### src/verilog/bfs_cfg.svh
`ifndef BFS_CFG_SVH
`define BFS_CFG_SVH

// Strap width and decoded codes
`define BFS_STRAP_W        3
`define BFS_SEL_W          2
`define BFS_CODE_INTERNAL  3'h7
`define BFS_CODE_EXTERNAL  3'h6

// Steering output values (bit1 = select1 path, bit0 = select0 path)
`define BFS_SEL_INTERNAL   2'h2
`define BFS_SEL_EXTERNAL   2'h1

// Reserved strap codes; each one steers like internal boot
`define BFS_CODE_RSV5      3'h5
`define BFS_CODE_RSV4      3'h4
`define BFS_CODE_RSV3      3'h3
`define BFS_CODE_RSV2      3'h2
`define BFS_CODE_RSV1      3'h1
`define BFS_CODE_RSV0      3'h0

// Synchroniser depth and the capture wait after reset release
`define BFS_SYNC_STAGES    3
`define BFS_FILL_ZERO      2'h0
`define BFS_FILL_STEP      2'h1
`define BFS_FILL_LAST      2'h2
`define BFS_EXT_RESET      1'h0

// Boot chip selects sharing one capacity budget
`define BFS_SEL_COUNT      2
`define BFS_CAP_ZERO       32'h0000_0000

// Flash capacity limits in bytes
`define BFS_DEV_BYTES      32'h0400_0000
`define BFS_TOTAL_BYTES    32'h0800_0000
`define BFS_DEV_ADDR_W     26

`endif

### src/verilog/bfs_pkg.sv
`default_nettype none
`include "bfs_cfg.svh"

package bfs_pkg;

  // Sampling phases of the decoder
  typedef enum logic [1:0] {
    BFS_ST_RESET,
    BFS_ST_SYNC,
    BFS_ST_HOLD
  } bfs_state_t;

  // Synchroniser stages for the strap pins
  typedef struct packed {
    logic [`BFS_STRAP_W-1:0] s1;
    logic [`BFS_STRAP_W-1:0] s2;
    logic [`BFS_STRAP_W-1:0] s3;
  } bfs_sync_t;

  // Whole decoder state
  typedef struct packed {
    bfs_state_t            state;
    logic [`BFS_SEL_W-1:0] sel;
    logic                  ext;
    logic [1:0]            agree_cnt;
  } bfs_top_t;

endpackage
`default_nettype wire

### src/verilog/bfs_strap_sync.sv
`timescale 1ns/10ps
`default_nettype none
`include "bfs_cfg.svh"

module bfs_strap_sync (
  // Clock and reset
  input  wire logic                    sys_clk_i,
  input  wire logic                    rst_n_i,
  // Raw strap pins
  input  wire logic [`BFS_STRAP_W-1:0] strap_i,
  // Synchronised strap
  output logic      [`BFS_STRAP_W-1:0] strap_o,
  output logic                         stable_o
);

  bfs_pkg::bfs_sync_t sync_r;
  bfs_pkg::bfs_sync_t sync_nxt;

  // Shift chain; first stage feeds only the second
  always_comb begin
    sync_nxt    = sync_r;
    sync_nxt.s1 = strap_i;
    sync_nxt.s2 = sync_r.s1;
    sync_nxt.s3 = sync_r.s2;
  end

  // Reset to all-high, matching the module pull-ups
  always_ff @(posedge sys_clk_i or negedge rst_n_i) begin
    if (!rst_n_i) begin
      sync_r <= {`BFS_SYNC_STAGES{`BFS_CODE_INTERNAL}};
    end else begin
      sync_r <= sync_nxt;
    end
  end

  // A change counts once stage two and three agree
  assign strap_o  = sync_r.s3;
  assign stable_o = (sync_r.s2 == sync_r.s3);

endmodule
`default_nettype wire

### src/verilog/bfs_boot_flash_select.sv
`timescale 1ns/10ps
`default_nettype none
`include "bfs_cfg.svh"

module bfs_boot_flash_select (
  // Clock and reset
  input  wire logic                    sys_clk_i,
  input  wire logic                    rst_n_i,
  // Strap pins from the carrier
  input  wire logic [`BFS_STRAP_W-1:0] boot_source_strap_i,
  // Steering output to chip-select multiplexer
  output logic      [`BFS_SEL_W-1:0]   boot_flash_sel_o,
  // Status
  output logic                         external_boot_o,
  output logic                         strap_latched_o,
  // Capacity limits
  output logic      [31:0]             flash_dev_bytes_o,
  output logic      [31:0]             flash_total_bytes_o
);

  // Captured decoder state
  bfs_pkg::bfs_top_t          top_r;
  bfs_pkg::bfs_top_t          top_nxt;

  // Synchronised strap and its agreement flag
  logic [`BFS_STRAP_W-1:0]    strap_sync;
  logic                       strap_stable;

  // Decode results for the strap as it stands now
  logic                       fill_done;
  logic [`BFS_SEL_W-1:0]      sel_decoded;
  logic                       ext_decoded;

  // Capacity bookkeeping across the boot chip selects
  logic [31:0]                sel_cap_bytes [`BFS_SEL_COUNT];
  logic [31:0]                cap_sum       [`BFS_SEL_COUNT+1];
  logic [31:0]                total_cap;

  // Strap decode table; any code not listed as external keeps the module flash first
  function automatic logic [`BFS_SEL_W-1:0] decode_sel(input logic [`BFS_STRAP_W-1:0] code);
    begin
      // Safe value should an unknown code ever reach the table
      decode_sel = `BFS_SEL_INTERNAL;
      case (code)
        `BFS_CODE_INTERNAL: begin
          decode_sel = `BFS_SEL_INTERNAL;
        end

        // only the lowest line tied low
        `BFS_CODE_EXTERNAL: begin
          decode_sel = `BFS_SEL_EXTERNAL;
        end

        `BFS_CODE_RSV5: begin
          decode_sel = `BFS_SEL_INTERNAL;
        end

        // reserved, two lower lines tied low
        `BFS_CODE_RSV4: begin
          decode_sel = `BFS_SEL_INTERNAL;
        end

        `BFS_CODE_RSV3: begin
          decode_sel = `BFS_SEL_INTERNAL;
        end

        `BFS_CODE_RSV2: begin
          decode_sel = `BFS_SEL_INTERNAL;
        end

        // reserved, two upper lines tied low
        `BFS_CODE_RSV1: begin
          decode_sel = `BFS_SEL_INTERNAL;
        end

        `BFS_CODE_RSV0: begin
          decode_sel = `BFS_SEL_INTERNAL;
        end
      endcase
    end
  endfunction

  // strap pins pass three flops before use
  bfs_strap_sync u_sync (
    .sys_clk_i (sys_clk_i),
    .rst_n_i   (rst_n_i),
    .strap_i   (boot_source_strap_i),
    .strap_o   (strap_sync),
    .stable_o  (strap_stable)
  );

  // Chain holds real pin values one edge after the fill counter reaches its end, when the state enters BFS_ST_SYNC
  assign fill_done   = (top_r.agree_cnt == `BFS_FILL_LAST);

  // decoded steering; external flag follows the same decode
  assign sel_decoded = decode_sel(strap_sync);
  assign ext_decoded = (sel_decoded == `BFS_SEL_EXTERNAL);

  // running sum of the storage behind each boot chip select
  assign cap_sum[0] = `BFS_CAP_ZERO;
  for (genvar gi = 0; gi < `BFS_SEL_COUNT; gi++) begin : g_cap
    // one device of fixed size per select
    assign sel_cap_bytes[gi] = `BFS_DEV_BYTES;
    assign cap_sum[gi+1]     = cap_sum[gi] + sel_cap_bytes[gi];
  end

  // never report more than the shared limit, whatever the select count
  assign total_cap = (cap_sum[`BFS_SEL_COUNT] > `BFS_TOTAL_BYTES) ? `BFS_TOTAL_BYTES
                                                                   : cap_sum[`BFS_SEL_COUNT];

  // Wait for the chain to fill with real pin values, then latch once
  always_comb begin
    top_nxt = top_r;
    unique case (top_r.state)
      // Flush the reset value out of the synchroniser
      bfs_pkg::BFS_ST_RESET: begin
        top_nxt.agree_cnt = top_r.agree_cnt + `BFS_FILL_STEP;
        if (fill_done) begin
          top_nxt.state = bfs_pkg::BFS_ST_SYNC;
        end
      end

      // A toggling strap only delays the capture, it never skips it
      bfs_pkg::BFS_ST_SYNC: begin
        if (strap_stable) begin
          top_nxt.sel   = sel_decoded;
          top_nxt.ext   = ext_decoded;
          top_nxt.state = bfs_pkg::BFS_ST_HOLD;
        end
      end

      // Late strap changes are ignored so the flash mapping cannot move mid-boot
      bfs_pkg::BFS_ST_HOLD: begin
        top_nxt = top_r;
      end

      // Unused state code: restart the capture with internal steering
      default: begin
        top_nxt.state     = bfs_pkg::BFS_ST_RESET;
        top_nxt.sel       = `BFS_SEL_INTERNAL;
        top_nxt.ext       = `BFS_EXT_RESET;
        top_nxt.agree_cnt = `BFS_FILL_ZERO;
      end
    endcase
  end

  always_ff @(posedge sys_clk_i or negedge rst_n_i) begin
    if (!rst_n_i) begin
      top_r.state     <= bfs_pkg::BFS_ST_RESET;
      top_r.sel       <= `BFS_SEL_INTERNAL;
      top_r.ext       <= `BFS_EXT_RESET;
      top_r.agree_cnt <= `BFS_FILL_ZERO;
    end else begin
      top_r <= top_nxt;
    end
  end

  // Steering and external flag straight from flops; latched flag decoded from the state flops
  assign boot_flash_sel_o = top_r.sel;
  assign external_boot_o  = top_r.ext;
  assign strap_latched_o  = (top_r.state == bfs_pkg::BFS_ST_HOLD);

  assign flash_dev_bytes_o   = `BFS_DEV_BYTES;
  assign flash_total_bytes_o = total_cap;

endmodule
`default_nettype wire

### config.mk
export PLATFORM = sky130hd
export DESIGN_NAME = bfs_boot_flash_select
export DESIGN_NICKNAME = d
export VERILOG_FILES = /design/src/verilog/bfs_pkg.sv /design/src/verilog/bfs_strap_sync.sv /design/src/verilog/bfs_boot_flash_select.sv
export VERILOG_INCLUDE_DIRS = /design/src /design/src/verilog
export SDC_FILE = /design/constraint.sdc
export NUM_CORES = 1
export LEC_CHECK = 0
export ABC_CLOCK_PERIOD_IN_PS = 4200
export BUFFER_PORTS_ARGS = -buffer_cell sky130_fd_sc_hd__buf_2
export CAP_MARGIN = 25
export CORE_UTILIZATION = 40
export CTS_BUF_LIST = sky130_fd_sc_hd__clkbuf_2 sky130_fd_sc_hd__clkbuf_4 sky130_fd_sc_hd__clkbuf_8
export DETAILED_ROUTE_END_ITERATION = 10
export GPL_TIMING_DRIVEN = 0
export PLACE_DENSITY = 0.74
export SETUP_SLACK_MARGIN = 0.02
export SLEW_MARGIN = 30
export SYNTH_ARGS = -nofsm -noshare
export SYNTH_HDL_FRONTEND = slang
export SYNTH_HIERARCHICAL = 1
export SYNTH_SLANG_ARGS = --single-unit
### constraint.sdc
create_clock -name sys_clk_i -period 4.2 [get_ports sys_clk_i]
set_clock_uncertainty 0.05 [all_clocks]
set_input_delay 0.63 -clock sys_clk_i [delete_from_list [all_inputs] [get_ports sys_clk_i]]
set_output_delay 0.63 -clock sys_clk_i [all_outputs]
set_load 0.01 [all_outputs]
### Word level (Yosys, flattened, before mapping)

Memory sizes are Yosys's and may differ from the RTL's.
Index checks and enable logic that the tools add are counted.
Widths: inputs -> output; s select.

| storage, ports and cells | value |
|---|---|
| register bits | 16 |
| latch bits | 0 |
| bits in writable memories | 0 |
| bits in read-only memories | 16 |
| input bits | 5 |
| output and inout port bits | 68 |
| memories | 1 |

| operators by class | value |
|---|---|
| add/subtract/negate cells | 1 |
| $mul | 0 |
| divide/modulo/power cells | 0 |
| order comparisons | 0 |
| equality and inequality tests | 7 |
| shift operators | 0 |
| multiplexer cells | 5 |
| bitwise logic cells | 2 |
| reduce and logical (&&, ||, !) cells | 5 |

Memory list:

| memory | depth | bits a word | rd ports | clocked after Yosys merged registers in | wr ports | RTL line | RTL |
|---|---|---|---|---|---|---|---|
| (name not given) | 8 | 2 | 1 | 0 | 0 | bfs_boot_flash_select.sv:44 | `case (code)` |

Operators with widths:

| cell | count |
|---|---|
| $pmux 2 s3 | 1 |
| $pmux 3 s2 | 1 |
| $mux 5 | 1 |
| $eq 2x1->1 const B | 2 |
| $eq 2x2->1 const B | 2 |
| $ne 2x2->1 const B | 2 |
| $pmux 2 s2 | 1 |
| $reduce_or 2->1 | 2 |
| $eq 3x3->1 | 1 |
| $reduce_and 3->1 | 1 |
| $add 2x1->2 const B | 1 |
| $logic_not 2->1 | 1 |
| $mux 2 | 1 |
| $not 1->1 | 2 |
| $reduce_and 2->1 | 1 |

### Logic depth before layout (Yosys ltp)

| depth | value |
|---|---|
| word-level depth | 4 |
| gate-level depth with buffers | 5 |

### Modules after synthesis

Netlist, hierarchy kept.

Modules (own cells, without submodules):

| module | instances | cells each | area each (um^2) | sequential area each (um^2) |
|---|---|---|---|---|
| bfs_boot_flash_select | 1 | 99 | 848.3 | 151.4 |
| bfs_strap_sync | 1 | 13 | 272.8 | 236.5 |

### Worst setup path before layout

OpenSTA, ideal clock, no wires.

| timing path | value |
|---|---|
| kind | register to register |
| start point | register u_sync.sync_r, in the netlist u_sync/strap_o[2] |
| end point | register top_r[6] (netlist name) |
| setup time | 0.128 ns |
| arrival time | 1.438 ns |
| required time | 4.022 ns |
| setup slack | 2.585 ns |
| cell stages (with the launch flop) | 6 |
| path buffers | 0 |
| clock period less this slack | 1.615 ns |
| cells stage by stage | dfstp_2 -> xor2_1 -> nor3_2 -> inv_1 -> a221oi_2 -> mux2_1 |

| on the way | value |
|---|---|
| longest elaborated chain between the ends | 3 |

Ends and longest elaborated chain:

| what | RTL line | RTL |
|---|---|---|
| start, declared | bfs_strap_sync.sv:16 | `bfs_pkg::bfs_sync_t sync_r;` |
| start signal, assigned | bfs_strap_sync.sv:30 | `` sync_r <= {`BFS_SYNC_STAGES{`BFS_CODE_INTERNAL}}; `` |
| start signal, assigned | bfs_strap_sync.sv:32 | `sync_r <= sync_nxt;` |
| $eq 3x3->1 | bfs_strap_sync.sv:38 | `assign stable_o = (sync_r.s2 == sync_r.s3);` |
| via strap_stable | bfs_boot_flash_select.sv:27 | `logic strap_stable;` |
| $ne 2x2->1 (no source line) | - |  |
| $reduce_and 3->1 (no source line) | - |  |
| end signal, assigned | bfs_boot_flash_select.sv:154 | `top_r <= top_nxt;` |
| end, declared | bfs_boot_flash_select.sv:22 | `bfs_pkg::bfs_top_t top_r;` |

The timed path passes the listed nets, and every way through them passes these cells.
A chain may end at the register's enable or synchronous reset.

### Worst setup path in the final report

| timing path | value |
|---|---|
| start point | register top_r[5] (netlist name) |
| end point | output strap_latched_o |

| on the way | value |
|---|---|
| longest elaborated chain between the ends | 1 |

Ends and longest elaborated chain:

| what | RTL line | RTL |
|---|---|---|
| $eq 2x2->1 | bfs_boot_flash_select.sv:161 | `assign strap_latched_o = (top_r.state == bfs_pkg::BFS_ST_HOLD);` |
| end, declared | bfs_boot_flash_select.sv:15 | `output logic strap_latched_o,` |

No other way between the ends.

==> impl_table.tex <==
\begin{tabular}{lr}
\hline
Metric & Value \\
\hline
\multicolumn{2}{l}{\textbf{Setup path}} \\
CP Launch Type & flip-flop \\
WP data required & around 3500 ps \\
Maximum fanout encountered on the critical timing path & 4 \\
Arrival time of data at the critical path endpoint & between 1000 and 1500 ps \\
Highest-delay cell along the critical path & dfrtp\_1 \\
Top cell family by delay on the critical path & flip-flops \\
Number of buffers and inverters on the critical path & 2 \\
Type of destination of the critical path & primary output \\
Cell Chain, Critical Path & inv\_1 > ha\_1 > buf\_2 \\
Type of the worst setup path & reg -> out \\
Max stage delay on crit path & between 400 and 500 ps \\
\multicolumn{2}{l}{\textbf{Synthesis}} \\
Netlist Area Pre-Place & 1120 sq um \\
Gate count of the mapped netlist & 112 \\
Count of yosys warnings during synthesis & 6 \\
Yosys reg bits & 15 \\
Cell type with the largest total area after synthesis & buf\_4 \\
Share of the yosys chip area belonging to registers & 0.346 \\
Number of different library cells in the post-synthesis netlist & 18 \\
Share of the synthesized area in the top cell type & 0.442 \\
Post-Syn Area per Cell & 10.0 sq um \\
Most area-consuming cells after synthesis & buf\_4 (44\%), dfstp\_2 (23\%), dfrtp\_1 (11\%) \\
\multicolumn{2}{l}{\textbf{GRT}} \\
Global-route usage over all layers & 0.0995 \\
Largest net degree at the start of global routing & 16 \\
Number of antenna violations at the first check in global routing & 0 \\
Via count of the first global-routing pass & a little under 500 \\
Remaining global-route overflow & 0 \\
Wire length of the first global-routing pass & slightly above 2000 um \\
\multicolumn{2}{l}{\textbf{STA}} \\
Max-slew violations & 0 \\
Final cycle utilization of the critical path & 0.450 \\
Endpoints failing hold & 0 \\
Tmin final & 1890 ps \\
Setup-failing EPs final & 0 \\
RSZ-0062 raised after global routing & no \\
Total negative slack for setup checks & 0 ps \\
Achievable Freq & 529 MHz \\
\multicolumn{2}{l}{\textbf{Clock tree}} \\
CTS Buffer Depth & 2 \\
Clock H-tree levels & 1 \\
Clock latency on the worst-skew pair & 280 ps \\
Buffers inserted by post-CTS timing repair & 0 \\
Sink Count & 15 \\
Clock tree from TritonCTS & built \\
Post-CTS clock slew at the launch and capture registers of the worst setup and hold paths & 80 ps \\
CTS Hold Bufs & 0 \\
Number of buffers created by CTS & 3 \\
Resized Gates After CTS & 0 \\
Cell at the root of the clock tree & clkbuf\_4 \\
\multicolumn{2}{l}{\textbf{Pwr}} \\
Worst vdd ir & 0.279 mV \\
Fraction of power consumed by the clock network & 0.155 \\
Register share of total power & 0.381 \\
Total net switching power & 0.000183 W \\
Switching power share of the total & 0.360 \\
P\_int & around 0.00033 W \\
Power share of the combinational group & 0.464 \\
P per Cell Area & $\sim$350 nW/um\^{}2 \\
Leak & approximately 0.89 nW \\
\multicolumn{2}{l}{\textbf{Floorplanning}} \\
Chip Width & about 55 um \\
Number of rows created at floorplan & 18 \\
Placeable core region & 2570 sq um \\
Initial Util & 0.437 \\
DIE AREA & around 3000 sq um \\
Chip Height & 54.9 um \\
Number of top-level pins & 73 \\
\multicolumn{2}{l}{\textbf{Route}} \\
Post-DR vias/cell & between 3 and 4 \\
Number of DRC markers in iteration 0 & 6 \\
Average wire length per cell after detail routing & 7.22 um \\
Post-route DRC & 0 \\
Drt first pass iters & 2 \\
Aggregate routed wire length & 1560 um \\
Number of nets with antenna violations after detailed routing & 0 \\
Routed vias & 702 \\
\multicolumn{2}{l}{\textbf{Placed design}} \\
Number of input and output port buffers inserted & 8 \\
Placed cell areas & 1430 sq um \\
Placer Congestion & 0.744 \\
Half-perimeter wire length after placement & 1420 um \\
\multicolumn{2}{l}{\textbf{Flow run}} \\
Reported max-cap violation count & 0 \\
\multicolumn{2}{l}{\textbf{Final layout}} \\
\# fillers & 237 \\
Layout Area Growth over Synthesis & 30.1\% \\
Nets@finish & $\sim$200 \\
Ratio of cells with drive above 1 in the final layout & 0.489 \\
Number of diodes added for antenna fixing & 0 \\
Final design area excluding fillers & 1460 sq um \\
\multicolumn{2}{l}{\textbf{Run status}} \\
Outcome & finished, final reports clean \\
\multicolumn{2}{l}{\textbf{Worst hold path}} \\
Worst min-delay path category & in -> async \\
\hline
\end{tabular}
[metal layers]
metal / vias up / global-route usage / wire length, um
met1: 285 / 0.0853 / 494
met2: 49 / 0.199 / 784
li1: 364 / - / -
met3: 4 / 0.0246 / 250
met5: - / 0 / 0
met4: 0 / 0.0625 / 30
[power by group through the flow]
| stage | sequential (W) | clock [W] | combinational [W] |
|---|---|---|---|
| after floorplan | 0.000192 | 0 | 0.000194 |
| after global placement | 0.000193 | 0 | 0.000219 |
| after global routing | 0.000198 | 0.0000890 | 0.000266 |
| final | 0.000194 | 0.0000788 | 0.000236 |
| after detailed placement | 0.000197 | 0 | 0.000234 |
| after CTS | 0.000195 | 0.0000835 | 0.000235 |
[cell usage after synthesis]
master     n
mux2_1     2
nand2b_1   1
dfrtp_1    5
dfstp_2   10
ha_1       5
nand2_1    4
nand4b_1   1
xor2_1     3
inv_1      6
mux2i_1    1
o21ba_1    1
a221oi_2   1
nor2_1     1
buf_4     66
a211oi_2   1
conb_1     2
nor3_2     1
o21ai_1    1
[final timing paths]
path                               startpoint  slack [ps]  cells past startpoint                   to
setup / recovery                     top_r[5]        2310                      3      strap_latched_o
hold / removal                        rst_n_i         180                      1             top_r[0]
setup reg to reg            u_sync/strap_o[1]        2490                      5             top_r[6]
hold reg to reg            u_sync/sync_nxt[5]         310                      0   u_sync/sync_nxt[2]
max in group asynchronous             rst_n_i        3630                      1  boot_flash_sel_o[1]
min in group sys_clk_i     u_sync/sync_nxt[5]         310                      0   u_sync/sync_nxt[2]
[layout by cell type (no fill, tap or decap), drive strengths merged, types with 2 or more instances in the layout]
| master | instances |
|---|---|
| buf | 74 |
| conb | 64 |
| dfstp | 10 |
| inv | 6 |
| ha | 5 |
| dfrtp | 5 |
| nand2 | 4 |
| clkbuf | 3 |
| xor2 | 3 |
| mux2 | 2 |
[cell families after synthesis]
| family | count (synthesis) | share of synthesized area |
|---|---|---|
| buffers and inverters | 72 | 0.462 |
| flip-flops | 15 | 0.346 |
| AND/OR/NAND/NOR | 8 | 0.0391 |
| adder cells (fa/ha/maj) | 5 | 0.0558 |
| AO/OA/AOI/OAI | 4 | 0.0379 |
| XOR/XNOR | 3 | 0.0234 |
| multiplexers | 3 | 0.0290 |
| other | 2 | 0.00670 |
[final cells by class]
cell class                 instances  area (sq um)  share of cell area
buffer                            66           495               0.340
multi-input combinational         87           448               0.307
sequential                        15           388               0.266
timing repair buffer               8          40.0              0.0274
tap                               30          37.5              0.0257
clock buffer                       3          22.5              0.0154
inverter                           6          22.5              0.0154
clock inverter                     1          5.00             0.00343
[metrics by stage]
step	instances	utilization	hold slack (ps)	setup slack [ps]	total power (W)
after floorplan	174	-	284	2580	0.000386
after global placement	212	0.558	296	2530	0.000412
after detailed placement	212	0.558	299	2510	0.000431
after CTS	216	0.568	180	2300	0.000513
after global routing	216	0.568	193	2250	0.000553
final	216	0.568	181	2310	0.000509
[registers in the layout, summed over array words and instances, names as in the netlist]
register	cells
external_boot_o	1
top_r	4
u_sync/strap_o	3
boot_flash_sel_o	1
u_sync/sync_nxt	6
No activity file was read; power rests on OpenSTA's default activity.
